==> src/inc/smi_pkg.sv <==
// shift/move/indirect execution package: widths, encodings, carriers
// assumes the decoder and the core share CLK_SYS and RST_B with the datapath
package smi_pkg;

  // widths
  localparam int SMI_DATA_W  = 8;
  localparam int SMI_PTR_W   = 16;
  localparam int SMI_OFFS_W  = 6;
  localparam int SMI_FADDR_W = 7;

  // operation kinds issued by the decoder
  typedef enum logic [1:0] {
    SMI_K_NONE,
    SMI_K_SHIFT,
    SMI_K_COPY,
    SMI_K_IND
  } smi_kind_t;

  // pointer_update_kind encodings
  localparam logic [1:0] SMI_PRE_INC  = 2'h0;
  localparam logic [1:0] SMI_PRE_DEC  = 2'h1;
  localparam logic [1:0] SMI_POST_INC = 2'h2;
  localparam logic [1:0] SMI_POST_DEC = 2'h3;

  // destination select and fixed values
  localparam logic                  SMI_DEST_ACC   = 1'b0;
  localparam logic                  SMI_DEST_FILE  = 1'b1;
  localparam logic                  SMI_SHIFT_FILL = 1'b0;
  localparam logic [SMI_DATA_W-1:0] SMI_ACC_RST    = 8'h00;
  localparam logic [SMI_PTR_W-1:0]  SMI_PTR_RST    = 16'h0000;
  localparam logic [SMI_PTR_W-1:0]  SMI_PTR_STEP   = 16'h0001;

  // one decoded instruction
  typedef struct packed {
    logic                   valid;
    smi_kind_t              kind;
    logic                   dest;
    logic [SMI_FADDR_W-1:0] faddr;
    logic [SMI_DATA_W-1:0]  fdata;
    logic                   ptr_idx;
    logic [1:0]             pointer_update_kind;
    logic                   offs_en;
    logic [SMI_OFFS_W-1:0]  offset;
  } smi_op_t;

  // direct pointer load from other instructions
  typedef struct packed {
    logic                 valid;
    logic                 idx;
    logic [SMI_PTR_W-1:0] data;
  } smi_ptr_wr_t;

  // file register write-back
  typedef struct packed {
    logic                   we;
    logic [SMI_FADDR_W-1:0] addr;
    logic [SMI_DATA_W-1:0]  data;
  } smi_wb_t;

  // zero test shared by every zero flag update
  function automatic logic smi_is_zero(input logic [SMI_DATA_W-1:0] v);
    return v == '0;
  endfunction

endpackage

==> src/rtl/smi_exec.sv <==
// execution datapath for right shift, file copy and indirect load
// assumes decoder, file registers and data memory run on CLK_SYS;
// memory returns read data in the same cycle that MEM_RD is high.
// Operation
// - right shift: bit 0 to carry, bits move down, zero enters top
// - shift result goes to accumulator if dest is 0, file if 1
// - copy puts file value in accumulator if dest 0, rewrites file if 1
// - copy updates zero flag from the copied value
// - update kind: 00 pre-inc, 01 pre-dec, 10 post-inc, 11 post-dec
// - address is pointer+1 or pointer-1 for pre modes, the pointer itself for post modes, or pointer plus signed offset -32..31
// - pointer ends +1 for increments, -1 for decrements, unchanged for offset
// - window access reads pointed location into accumulator, updates zero
// - pointers are 16 bits and wrap around at both ends
// - one-bit index picks the pointer; only that one is used and updated
`timescale 1ns/1ns
module smi_exec
  import smi_pkg::*;
#(
  parameter int PTR_W  = SMI_PTR_W,
  parameter int OFFS_W = SMI_OFFS_W
) (
  // clock and reset
  input  wire logic                  CLK_SYS,
  input  wire logic                  RST_B,
  // decoded instruction and direct pointer loads
  input  wire smi_op_t               OP,
  input  wire smi_ptr_wr_t           PTR_WR,
  // data memory read port
  output logic                       MEM_RD,
  output logic       [PTR_W-1:0]     MEM_ADDR,
  input  wire logic [SMI_DATA_W-1:0] MEM_RDATA,
  // file register write-back
  output smi_wb_t                    FILE_WB,
  // architectural state
  output logic       [SMI_DATA_W-1:0] ACC,
  output logic                        CARRY,
  output logic                        ZERO,
  output logic       [PTR_W-1:0]      PTR0,
  output logic       [PTR_W-1:0]      PTR1,
  // handshake
  output logic                        BUSY,
  output logic                        DONE
);

  // elaboration checks
  if (PTR_W != SMI_PTR_W) begin : g_bad_ptr_w
    $error("PTR_W must match the package pointer width");
  end
  if (OFFS_W != SMI_OFFS_W || OFFS_W >= PTR_W) begin : g_bad_offs_w
    $error("OFFS_W must match the package and be narrower than PTR_W");
  end

  typedef enum logic {
    SMI_S_IDLE,
    SMI_S_WAIT
  } smi_state_t;

  smi_state_t            state;
  smi_state_t            next_state;
  logic [PTR_W-1:0]      ptr [2];
  logic [PTR_W-1:0]      cur_ptr;
  logic [PTR_W-1:0]      eff_addr;
  logic [PTR_W-1:0]      next_ptr;
  logic [SMI_DATA_W-1:0] alu_res;
  logic                  alu_carry;
  logic                  alu_zero;
  logic                  take;
  logic                  take_shift;
  logic                  take_copy;
  logic                  take_ind;
  logic [SMI_DATA_W-1:0] op_data;

  // an op is only taken while idle; requests during the wait are dropped
  assign take       = OP.valid && (state == SMI_S_IDLE) && (OP.kind != SMI_K_NONE);
  assign take_shift = take && (OP.kind == SMI_K_SHIFT);
  assign take_copy  = take && (OP.kind == SMI_K_COPY);
  assign take_ind   = take && (OP.kind == SMI_K_IND);
  assign op_data    = OP.fdata;
  assign cur_ptr    = ptr[OP.ptr_idx];

  // byte result for shift and copy
  smi_byte_alu u_alu (
    .kind      (OP.kind),
    .operand   (OP.fdata),
    .result    (alu_res),
    .carry_out (alu_carry),
    .zero_out  (alu_zero)
  );

  // address and pointer arithmetic
  smi_ptr_calc #(
    .PTR_W  (PTR_W),
    .OFFS_W (OFFS_W)
  ) u_ptr (
    .ptr      (cur_ptr),
    .upd_kind (OP.pointer_update_kind),
    .offs_en  (OP.offs_en),
    .offset   (OP.offset),
    .eff_addr (eff_addr),
    .next_ptr (next_ptr)
  );

  // next state: indirect load spends one cycle waiting for memory
  always_comb begin
    next_state = state;
    case (state)
      SMI_S_IDLE: begin
        if (take_ind) begin
          next_state = SMI_S_WAIT;
        end
      end
      SMI_S_WAIT: begin
        next_state = SMI_S_IDLE;
      end
      default: begin
        next_state = SMI_S_IDLE;
      end
    endcase
  end

  // state and busy flag
  always_ff @(posedge CLK_SYS) begin
    if (!RST_B) begin
      state <= SMI_S_IDLE;
      BUSY  <= 1'b0;
    end else begin
      state <= next_state;
      BUSY  <= (next_state == SMI_S_WAIT);
    end
  end

  // accumulator and flags
  always_ff @(posedge CLK_SYS) begin
    if (!RST_B) begin
      ACC   <= SMI_ACC_RST;
      CARRY <= 1'b0;
      ZERO  <= 1'b0;
    end else if (state == SMI_S_WAIT) begin
      // window is not a register: the pointed byte lands in the accumulator
      ACC  <= MEM_RDATA;
      ZERO <= smi_is_zero(MEM_RDATA);
    end else if (take_shift || take_copy) begin
      if (OP.dest == SMI_DEST_ACC) begin
        ACC <= alu_res;
      end
      if (take_shift) begin
        CARRY <= alu_carry;
      end
      ZERO <= alu_zero;
    end
  end

  // pointers: the op's own update wins over a direct load in the same cycle
  always_ff @(posedge CLK_SYS) begin
    if (!RST_B) begin
      ptr[0] <= SMI_PTR_RST;
      ptr[1] <= SMI_PTR_RST;
    end else if (take_ind) begin
      ptr[OP.ptr_idx] <= next_ptr;
      if (PTR_WR.valid && PTR_WR.idx != OP.ptr_idx) begin
        ptr[PTR_WR.idx] <= PTR_WR.data;
      end
    end else if (PTR_WR.valid) begin
      ptr[PTR_WR.idx] <= PTR_WR.data;
    end
  end

  assign PTR0 = ptr[0];
  assign PTR1 = ptr[1];

  // memory request issued on the taking edge, held for one cycle
  always_ff @(posedge CLK_SYS) begin
    if (!RST_B) begin
      MEM_RD   <= 1'b0;
      MEM_ADDR <= SMI_PTR_RST;
    end else begin
      MEM_RD <= take_ind;
      if (take_ind) begin
        MEM_ADDR <= eff_addr;
      end
    end
  end

  // file write-back and completion pulse
  always_ff @(posedge CLK_SYS) begin
    if (!RST_B) begin
      FILE_WB <= '0;
      DONE    <= 1'b0;
    end else begin
      FILE_WB.we   <= (take_shift || take_copy) && (OP.dest == SMI_DEST_FILE);
      FILE_WB.addr <= OP.faddr;
      FILE_WB.data <= alu_res;
      DONE         <= take_shift || take_copy || (state == SMI_S_WAIT);
    end
  end

  logic sh_acc;
  logic sh_file;
  logic cp_acc;
  logic ind_pre_inc;
  logic ind_post_dec0;
  logic ind_offs;
  logic ind_sel1;
  logic ind_pre_dec;
  logic ind_top0;
  logic busy_req;

  assign sh_acc        = take_shift && OP.dest == SMI_DEST_ACC;
  assign sh_file       = take_shift && OP.dest == SMI_DEST_FILE;
  assign cp_acc        = take_copy && OP.dest == SMI_DEST_ACC;
  assign ind_pre_inc   = take_ind && !OP.offs_en && OP.pointer_update_kind == SMI_PRE_INC;
  assign ind_post_dec0 = take_ind && !OP.offs_en && !OP.ptr_idx && !PTR_WR.valid
                         && OP.pointer_update_kind == SMI_POST_DEC;
  assign ind_offs      = take_ind && OP.offs_en && !PTR_WR.valid;
  assign ind_sel1      = take_ind && OP.ptr_idx && !PTR_WR.valid;
  assign ind_pre_dec   = take_ind && !OP.offs_en && OP.pointer_update_kind == SMI_PRE_DEC;
  assign ind_top0      = ind_pre_inc && !OP.ptr_idx && !PTR_WR.valid && (&PTR0);
  assign busy_req      = BUSY && OP.valid && (OP.kind != SMI_K_NONE);
endmodule

==> src/rtl/smi_byte_alu.sv <==
// byte result path for the shift and copy operations
// assumes a purely combinational use; the caller registers the results
`timescale 1ns/1ns
module smi_byte_alu
  import smi_pkg::*;
(
  // operation
  input  wire smi_kind_t             kind,
  input  wire logic [SMI_DATA_W-1:0] operand,
  // results
  output logic       [SMI_DATA_W-1:0] result,
  output logic                        carry_out,
  output logic                        zero_out
);

  // shift drops bit 0 into carry; copy passes through unchanged
  always_comb begin
    result    = operand;
    carry_out = operand[0];
    if (kind == SMI_K_SHIFT) begin
      result = {SMI_SHIFT_FILL, operand[SMI_DATA_W-1:1]};
    end
    zero_out = smi_is_zero(result);
  end

endmodule

==> src/rtl/smi_ptr_calc.sv <==
// effective address and next pointer value for the indirect load
// assumes the caller selects the pointer and commits next_ptr itself
`timescale 1ns/1ns
module smi_ptr_calc
  import smi_pkg::*;
#(
  parameter int PTR_W  = SMI_PTR_W,
  parameter int OFFS_W = SMI_OFFS_W
) (
  // pointer and addressing mode
  input  wire logic [PTR_W-1:0]  ptr,
  input  wire logic [1:0]        upd_kind,
  input  wire logic              offs_en,
  input  wire logic [OFFS_W-1:0] offset,
  // results
  output logic       [PTR_W-1:0] eff_addr,
  output logic       [PTR_W-1:0] next_ptr
);

  // sign extension needs at least one spare bit above the offset
  if (OFFS_W < 1 || OFFS_W >= PTR_W) begin : g_bad_w
    $error("OFFS_W must be at least 1 and narrower than PTR_W");
  end

  logic [PTR_W-1:0] ptr_inc;
  logic [PTR_W-1:0] ptr_dec;
  logic [PTR_W-1:0] offs_ext;

  // plain modulo arithmetic, so the pointer wraps at both ends
  assign ptr_inc  = PTR_W'(ptr + PTR_W'(SMI_PTR_STEP));
  assign ptr_dec  = PTR_W'(ptr - PTR_W'(SMI_PTR_STEP));
  assign offs_ext = PTR_W'({{(PTR_W-OFFS_W){offset[OFFS_W-1]}}, offset});

  // address formation and pointer update per mode
  always_comb begin
    eff_addr = ptr;
    next_ptr = ptr;
    if (offs_en) begin
      eff_addr = PTR_W'(ptr + offs_ext);
    end else begin
      case (upd_kind)
        SMI_PRE_INC: begin
          eff_addr = ptr_inc;
          next_ptr = ptr_inc;
        end
        SMI_PRE_DEC: begin
          eff_addr = ptr_dec;
          next_ptr = ptr_dec;
        end
        SMI_POST_INC: begin
          next_ptr = ptr_inc;
        end
        SMI_POST_DEC: begin
          next_ptr = ptr_dec;
        end
        default: begin
          next_ptr = ptr;
        end
      endcase
    end
  end

endmodule

==> config.mk <==
export PLATFORM = sky130hd
export DESIGN_NAME = smi_exec
export DESIGN_NICKNAME = d
export VERILOG_FILES = /design/src/inc/smi_pkg.sv /design/src/rtl/smi_exec.sv /design/src/rtl/smi_byte_alu.sv /design/src/rtl/smi_ptr_calc.sv
export SDC_FILE = /design/constraint.sdc
export NUM_CORES = 1
export LEC_CHECK = 0
export BUFFER_PORTS_ARGS = -buffer_cell sky130_fd_sc_hd__buf_2
export CAP_MARGIN = 20
export CORE_MARGIN = 3
export CORE_UTILIZATION = 55
export DETAILED_ROUTE_END_ITERATION = 12
export PLACE_DENSITY = 0.82
export SETUP_SLACK_MARGIN = 0.2
export SLEW_MARGIN = 20
export SYNTH_ARGS = -nofsm -noshare
export SYNTH_HDL_FRONTEND = slang
export SYNTH_HIERARCHICAL = 1
export SYNTH_SLANG_ARGS = --single-unit
==> constraint.sdc <==
create_clock -name CLK_SYS -period 3.7 [get_ports CLK_SYS]
set_input_delay 0.555 -clock CLK_SYS [delete_from_list [all_inputs] [get_ports CLK_SYS]]
set_output_delay 0.555 -clock CLK_SYS [all_outputs]
set_load 0.05 [all_outputs]
==> summary.md, run 1 <==
| Metric | Value |
|---|---|
| Met1 Resource Use GR | 32.7% |
| Top Ports | 134 |
| Clk buf depth | 2 |
| Worst voltage drop across the vdd grid | 0.231 mV |
| Fraction of power consumed by sequential logic | 40.1% |
| Clock tree root driver cell | clkbuf_8 |
| Site Rows | 36 |
| Number of antenna-violating nets in the routed design | 0 |
| Post-synthesis sequential area ratio | 33.2% |
| TritonCTS clock tree | yes |
| Psw | 0.860 mW |
| Syn_nets | 700 |
| Kind of start point of the critical path | input pin |
| Diodes inserted | 0 |
| Count of hold-fix buffers inserted at cts | 0 |
| Clock buffer count from CTS | 9 |
| LEAKAGE | 2.74 nW |
| Average detailed-routed wire length per instance | 17.2 um |
| Critical path data required time | 3.95 ns |
| Kind of end point of the critical path | flop |
| Placement Cell Area | 6220 um2 |
| H-tree depth | 3 |
| Number of slew-limit violations in the final report | 0 |
| Worst slew margin relative to its limit | 33.8% |
| CP bufs+invs | 2 |
| Internal | 1.54 mW |
| Starting utilization of the core area | 56.9% |
| Number of setup violations in the final report | 0 |
| Area growth from synthesis to layout | 14.6% |
| Count of clock tree sinks | 77 |
| # DRC | 0 |
| Clock share of power | 27.7% |
| CP Data Arrival Time | 3.29 ns |
| Number of antenna violations at the first check in global routing | 0 |
| Final Skew | 0.0122 ns |
| Yosys synthesis warning count | 6 |
| Distinct cells, synth | 70 |
| Fillcell total | 818 |
| FF/Latch Area | 1860 um2 |
| Count of flip-flops with a built-in enable after synthesis | 32 |
| Combined area of the multi-input logic cells | 3400 um2 |
| Fraction of power spent switching nets | 35.8% |
| Post-synthesis area per instance | 8.98 um2 |
| Setup slack of the worst register-to-register path | 0.71 ns |
| Overall routing resource usage | 25.7% |
| Worst skew pair latency | 0.36 ns |
| Buffers added on ports | 133 |
| Global-route wire length before repair | 24.0 mm |
| Clock transition time at the flip-flop clock pins of the worst setup and hold paths | 0.08 ns |
| Register bit count reported by yosys | 77 |
| GRT Max-Usage Layer | met2 |
| Crit-path cells | buf_2 -> buf_12 -> mux2_2 -> ha_1 -> nand2b_1 -> a21oi_1 -> o31a_1 -> o31a_1 -> or4b_1 -> o211a_1 -> nand2_1 -> a21boi_0 |
| Category of cells accounting for the largest share of critical-path delay | compound AO/OA/AOI/OAI gates |
| Achievable Freq | 329 MHz |
| Final GP Congestion | 0.898 |
| Final wirelength | 14.8 mm |
| PwrDens | 374 nW/um2 |
| Post-cts gate resize count | 0 |
| Combinational group share of total power | 32.3% |
| Core Region | 9860 um2 |
| Most used flip-flop cell after synthesis | dfxtp_1 |
| Half-perimeter wire length after detailed placement | 10.5 mm |
| Height of the die | 107 um |
| Buffers inserted during post-CTS setup optimization | 0 |
| Slowest-stage cell, CP | or4b_1 |
| Final setup TNS | 0 ns |
| Crit path time final | 3.04 ns |
| Met3 Track Usage GR | 4.52% |
| Non-Filler Cell Area, Final | 6430 um2 |
| Net count reported at finish | 799 |
| 1st-pass router iterations | 5 |
| Unrepaired setup endpoints after global routing | false |
| Fraction of synthesis flops using an asynchronous set or reset pin | 0% |
| Slew of the pin with the lowest slew margin | 0.990 ns |
| Chip width | 107 um |
| Post-route clock period utilization | 82.2% |
| Cell mode on critical path | o31a_1 |
| Crit path kind | in -> reg |
| Total congestion overflow after global routing | 0 |
| Maximum number of pins on one net before global-route repair | 84 |
| Worst min path class | in -> reg |
| Maximum fanout count along the critical path | 36 |
| Post-synthesis cell count | 625 |
| Die footprint | 11400 um2 |
| Hold violation total from the final report | 0 |
| Via count of the first global-routing pass | 5070 |
| Share of layout cells above drive strength 1 | 28.5% |
| Via count | 5210 |
| Met2 track demand over resource in global routing | 42.8% |
| Detail-routed via count per cell | 6.04 |
| Status | finished, final reports clean |
| Initial DRC count | 439 |
| Cell Area, Synth | 5610 um2 |
| Slowest stage delay, CP | 0.46 ns |
| Max-cap check violation count | 0 |
==> kinds of logic after synthesis <==
family                   share of synthesized area, %
AND/OR/NAND/NOR                                  21.6
AO/OA/AOI/OAI                                    20.9
flip-flops                                       33.2
buffers and inverters                            6.16
multiplexers                                     8.74
XOR/XNOR                                         5.29
adder cells (fa/ha/maj)                          4.15
==> cell usage in the layout, fill, tap and decap left out, types with 10 or more instances in the layout <==
| cell type | instances |
|---|---|
| a21boi_1 | 39 |
| o211ai_1 | 22 |
| nand2_1 | 69 |
| xnor2_1 | 12 |
| a21oi_1 | 28 |
| nor2_1 | 35 |
| dfxtp_1 | 45 |
| a21boi_0 | 11 |
| clkbuf_8 | 10 |
| edfxtp_1 | 32 |
| nand3_1 | 40 |
| mux2i_1 | 13 |
| o2111ai_1 | 16 |
| mux2_2 | 31 |
| and2_1 | 19 |
| buf_2 | 133 |
| ha_1 | 17 |
| xor2_1 | 20 |
==> cell type report <==
type	instances	share of cell area (%)
multi-input combinational	484	52.9
sequential	77	29.0
timing repair buffer	143	11.7
clock buffer	14	3.06
tap	133	2.59
inverter	9	0.526
clock inverter	2	0.195
==> cell usage after synthesis (all sizes together), types with 3 or more instances <==
cell type | number | area (um2)
a21o | 8 | 60.1
o21ai | 10 | 50.0
a31oi | 4 | 40.0
o211ai | 22 | 165
or3 | 3 | 20.0
inv | 8 | 30.0
buf | 30 | 198
and2 | 19 | 119
nand2 | 69 | 259
clkbuf | 25 | 114
a21oi | 29 | 149
nand3 | 40 | 200
o21a | 6 | 45.0
nand2b | 6 | 37.5
o31a | 4 | 36.3
and4b | 6 | 62.6
nor2b | 8 | 50.1
ha | 17 | 213
nor2 | 36 | 138
dfxtp | 45 | 901
nor3 | 9 | 45.0
mux2i | 13 | 130
edfxtp | 32 | 961
mux2 | 32 | 360
and3 | 4 | 27.5
o2111ai | 16 | 140
a21boi | 50 | 375
nand3b | 4 | 30.0
xnor2 | 12 | 105
xor2 | 21 | 191
a211oi | 3 | 32.5
nor4 | 3 | 18.8
nand4 | 8 | 50.1
==> registers in the layout, summed over array words and instances, names as in the netlist <==
name / cells
MEM_ADDR: 16
FILE_WB: 16
DONE: 1
MEM_RD: 1
ptr: 32
CARRY: 1
state: 1
ACC: 8
ZERO: 1
==> final timing paths <==
path | start | endpoint | cells past startpoint
setup / recovery | OP[9] | MEM_ADDR[10] | 12
hold / removal | OP[21] | FILE_WB[11] | 2
setup reg to reg | ptr[1][0] | MEM_ADDR[10] | 12
hold reg to reg | MEM_ADDR[6] | MEM_ADDR[6] | 2
==> metal layers <==
layer / share of wire (%) / up-vias / routed length, um
li1: - / 2484 / -
met1: 42 / 2460 / 6170
met2: 49 / 232 / 7230
met3: 7.2 / 34 / 1070
met5: 0 / - / 0
met4: 2.2 / 0 / 325
==> per-stage QoR <==
| stage | utilization [%] | cells | power (mW) | worst slack (ns) | hold slack, ns |
|---|---|---|---|---|---|
| final | 65.2 | 862 | 2.40 | 0.659 | 0.399 |
| after detailed placement | 63.0 | 846 | 1.74 | 0.337 | 0.445 |
| after global routing | 65.2 | 862 | 2.51 | 0.478 | 0.396 |
| after floorplan | - | 625 | 1.57 | 0.545 | 0.670 |
| after CTS | 65.2 | 862 | 2.41 | 0.705 | 0.387 |
| after global placement | 63.0 | 846 | 1.73 | 0.375 | 0.441 |
==> power by group through the flow <==
| stage | Sequential (mW) | Combinational [mW] | Clock [mW] |
|---|---|---|---|
| 4_1_cts | 0.962 | 0.767 | 0.677 |
| 5_1_grt | 0.968 | 0.829 | 0.710 |
| 6_report | 0.962 | 0.775 | 0.664 |
| 3_5_place_dp | 0.981 | 0.763 | 0 |
| 2_1_floorplan | 1.16 | 0.414 | 0 |
| 3_3_place_gp | 0.981 | 0.747 | 0 |
No activity file was read; power rests on OpenSTA's default activity.
==> run 2, diff against run 1 <==
- CORE_UTILIZATION: 55 -> 50
- PLACE_DENSITY: 0.82 -> 0.78
- clock period: 3.7 -> 2.53 ns (I/O delays scaled with it)
==> run 2 against run 1 <==
Effect of this change:
- the run now ends with setup timing left
- non-clock buffer count is 106 higher
- cell area is 22% higher
- core utilization rose by 7.0 points
- hold slack got worse by 0.17 ns
- sequential power is 48% higher
- wire length is 25% higher
- sequential cell count stayed put
- first-iteration DRC count decreased by 18%
- critical path type is now reg -> reg
- critical endpoint unchanged
- largest power group is now combinational cells
==> summary.md, run 2 (synthesis results as in run 1) <==
| Metric | Value |
|---|---|
| Status | finished with violations |
| Violations in the final reports | setup timing |
| Final setup slack of the worst path | -0.191 ns (-0.850 ns) |
| Site Rows | 38 (+5.6%) |
| TritonCTS clock tree | yes |
| Final GP Congestion | 0.916 (+2.0%) |
| Share of layout cells above drive strength 1 | 46.5% (+18 points) |
| Area growth from synthesis to layout | 40.0% |
| Detail-routed via count per cell | 5.94 (-1.7%) |
| Met3 Track Usage GR | 3.97% (-0.55 points) |
| Die footprint | 12500 um2 (+9.4%) |
| Net count reported at finish | 905 (+13%) |
| Diodes inserted | 0 (unchanged) |
| Largest registers | ptr x32, FILE_WB x16, MEM_ADDR x16 |
| Average detailed-routed wire length per instance | 19.0 um (+11%) |
| Kind of end point of the critical path | flop |
| Via count of the first global-routing pass | 5630 (+11%) |
| Achievable Freq | 368 MHz |
| Met1 Resource Use GR | 36.3% (+3.6 points) |
| Worst voltage drop across the vdd grid | 0.323 mV (+40%) |
| Unrepaired setup endpoints after global routing | true |
| Final wirelength | 18.5 mm (+25%) |
| H-tree depth | 3 (unchanged) |
| Top Ports | 134 (unchanged) |
| Half-perimeter wire length after detailed placement | 12.7 mm (+21%) |
| Max FFs per register | 32 (unchanged) |
| Height of the die | 112 um (+4.6%) |
| Slew of the pin with the lowest slew margin | 0.615 ns (-0.375 ns) |
| Global-route wire length before repair | 28.3 mm (+18%) |
| Largest register by flop count | ptr |
| Kind of start point of the critical path | flop |
| Starting utilization of the core area | 51.5% (-5.3 points) |
| CP Data Arrival Time | 2.98 ns (-0.31 ns) |
| Fillcell total | 768 (-6.1%) |
| Hold violation total from the final report | 0 (unchanged) |
| Number of setup violations in the final report | 18 (+18) |
| Count of clock tree sinks | 77 (unchanged) |
| Core Region | 10900 um2 (+10%) |
| Core occupancy in the finished layout | 72.1% (+7.0 points) |
| Most common cell after layout, fill and taps aside | buf_2 |
| Maximum fanout count along the critical path | 3 (-92%) |
| Initial DRC count | 358 (-18%) |
| Clock buffer count from CTS | 9 (unchanged) |
| # DRC | 0 (unchanged) |
| Top library cells by usage in the layout, fill and taps aside | 132 x buf_2, 99 x buf_4, 67 x nand2_1 |
| Worst slew margin relative to its limit | 59.0% (+25 points) |
| Chip width | 112 um (+4.6%) |
| FF/Latch Area | 1870 um2 (+0.20%) |
| Final Skew | 0.00930 ns (-0.00288 ns) |
| Clk buf depth | 2 (unchanged) |
| Total congestion overflow after global routing | 0 (unchanged) |
| Combined area of the multi-input logic cells | 3960 um2 (+16%) |
| Worst min path class | in -> reg |
| Crit path kind | reg -> reg |
| Final setup TNS | -1.73 ns (-1.73 ns) |
| Max-cap check violation count | 0 (unchanged) |
| Maximum number of pins on one net before global-route repair | 74 (-12%) |
| Buffers added on ports | 133 (unchanged) |
| 1st-pass router iterations | 5 (unchanged) |
| Number of slew-limit violations in the final report | 0 (unchanged) |
| Minimum setup slack after placement | -0.448 ns (-0.785 ns) |
| Critical path data required time | 2.79 ns (-1.16 ns) |
| Post-route clock period utilization | 108% |
| Clock transition time at the flip-flop clock pins of the worst setup and hold paths | 0.08 ns (about the same) |
| Met2 track demand over resource in global routing | 46.7% (+3.9 points) |
| LEAKAGE | 3.41 nW (+25%) |
| GRT Max-Usage Layer | met2 |
| Crit path time final | 2.72 ns |
| Via count | 5787 (+11%) |
| Clock tree root driver cell | clkbuf_8 |
| Worst skew pair latency | 0.36 ns (about the same) |
| Number of antenna violations at the first check in global routing | 0 (unchanged) |
| PwrDens | 484 nW/um2 (+30%) |
| Overall routing resource usage | 27.6% (+1.9 points) |
| Number of antenna-violating nets in the routed design | 0 (unchanged) |
run 2: cell types whose count changed in the layout (fill, tap and decap cells not counted), sizes merged:
cell      delta
buf        +104
clkinvlp     -1
inv          +1
bufbuf       +1
clkinv       +3
clkbuf       -3
run 2: cell type report:
| class | instances | area share [%] |
|---|---|---|
| flip-flops and latches | 77 | 23.8 |
| multi-input cells | 484 | 50.4 |
| inverters | 9 | 0.430 |
| clock inverters | 5 | 0.462 |
| clock buffers | 10 | 1.64 |
| well taps | 140 | 2.23 |
| repair buffers | 249 | 21.1 |
run 2: critical path, cell delays in order, from the launching register on:
cell	delay [ns]
edfxtp_1	0.41
mux2_4	0.32
ha_4	0.17
inv_2	0.05
fa_2	0.19
nand2b_4	0.13
a21oi_2	0.06
o31a_1	0.28
o31a_1	0.30
or4b_1	0.47
o211a_1	0.14
nand2_1	0.05
a21boi_1	0.05
run 2: final timing paths:
path | start | to | slack (ns) | cells after the start
worst max-delay path | ptr[0][0] | MEM_ADDR[10] | -0.19 | 12
worst min-delay path | OP[21] | FILE_WB[11] | 0.23 | 2
worst max register to register | ptr[0][0] | MEM_ADDR[10] | -0.19 | 12
worst min register to register | MEM_ADDR[12] | MEM_ADDR[12] | 0.45 | 2
run 2: report_power, final:
part / internal (mW) / switching [mW]
Clock: 0.359 / 0.485
Combinational: 0.622 / 0.922
Sequential: 1.37 / 0.0441
Total: 2.35 / 1.45
run 2: metrics by stage:
stage | hold slack [ns] | std cells | power (mW) | cell area [um2]
after floorplan | 0.507 | 625 | 2.35 | 5800
after global placement | 0.438 | 933 | 2.77 | 7040
after detailed placement | 0.448 | 933 | 2.80 | 7040
after CTS | 0.221 | 962 | 3.70 | 7540
after global routing | 0.221 | 974 | 3.96 | 7850
final | 0.227 | 974 | 3.80 | 7850
run 2: metal layers:
metal	wire [um]	vias up
met4	675	0
met2	9080	313
met5	0	-
li1	-	2697
met1	7220	2721
met3	1510	56
run 2: repair_timing:
item | 4_1_cts | 5_1_grt
setup buffers | 13 | 12
hold buffers | 0 | 0
resized for setup | 41 | 54
pin swaps | 52 | 54
cloned | 1 | 0
endpoints found under the setup margin | 28 | 42
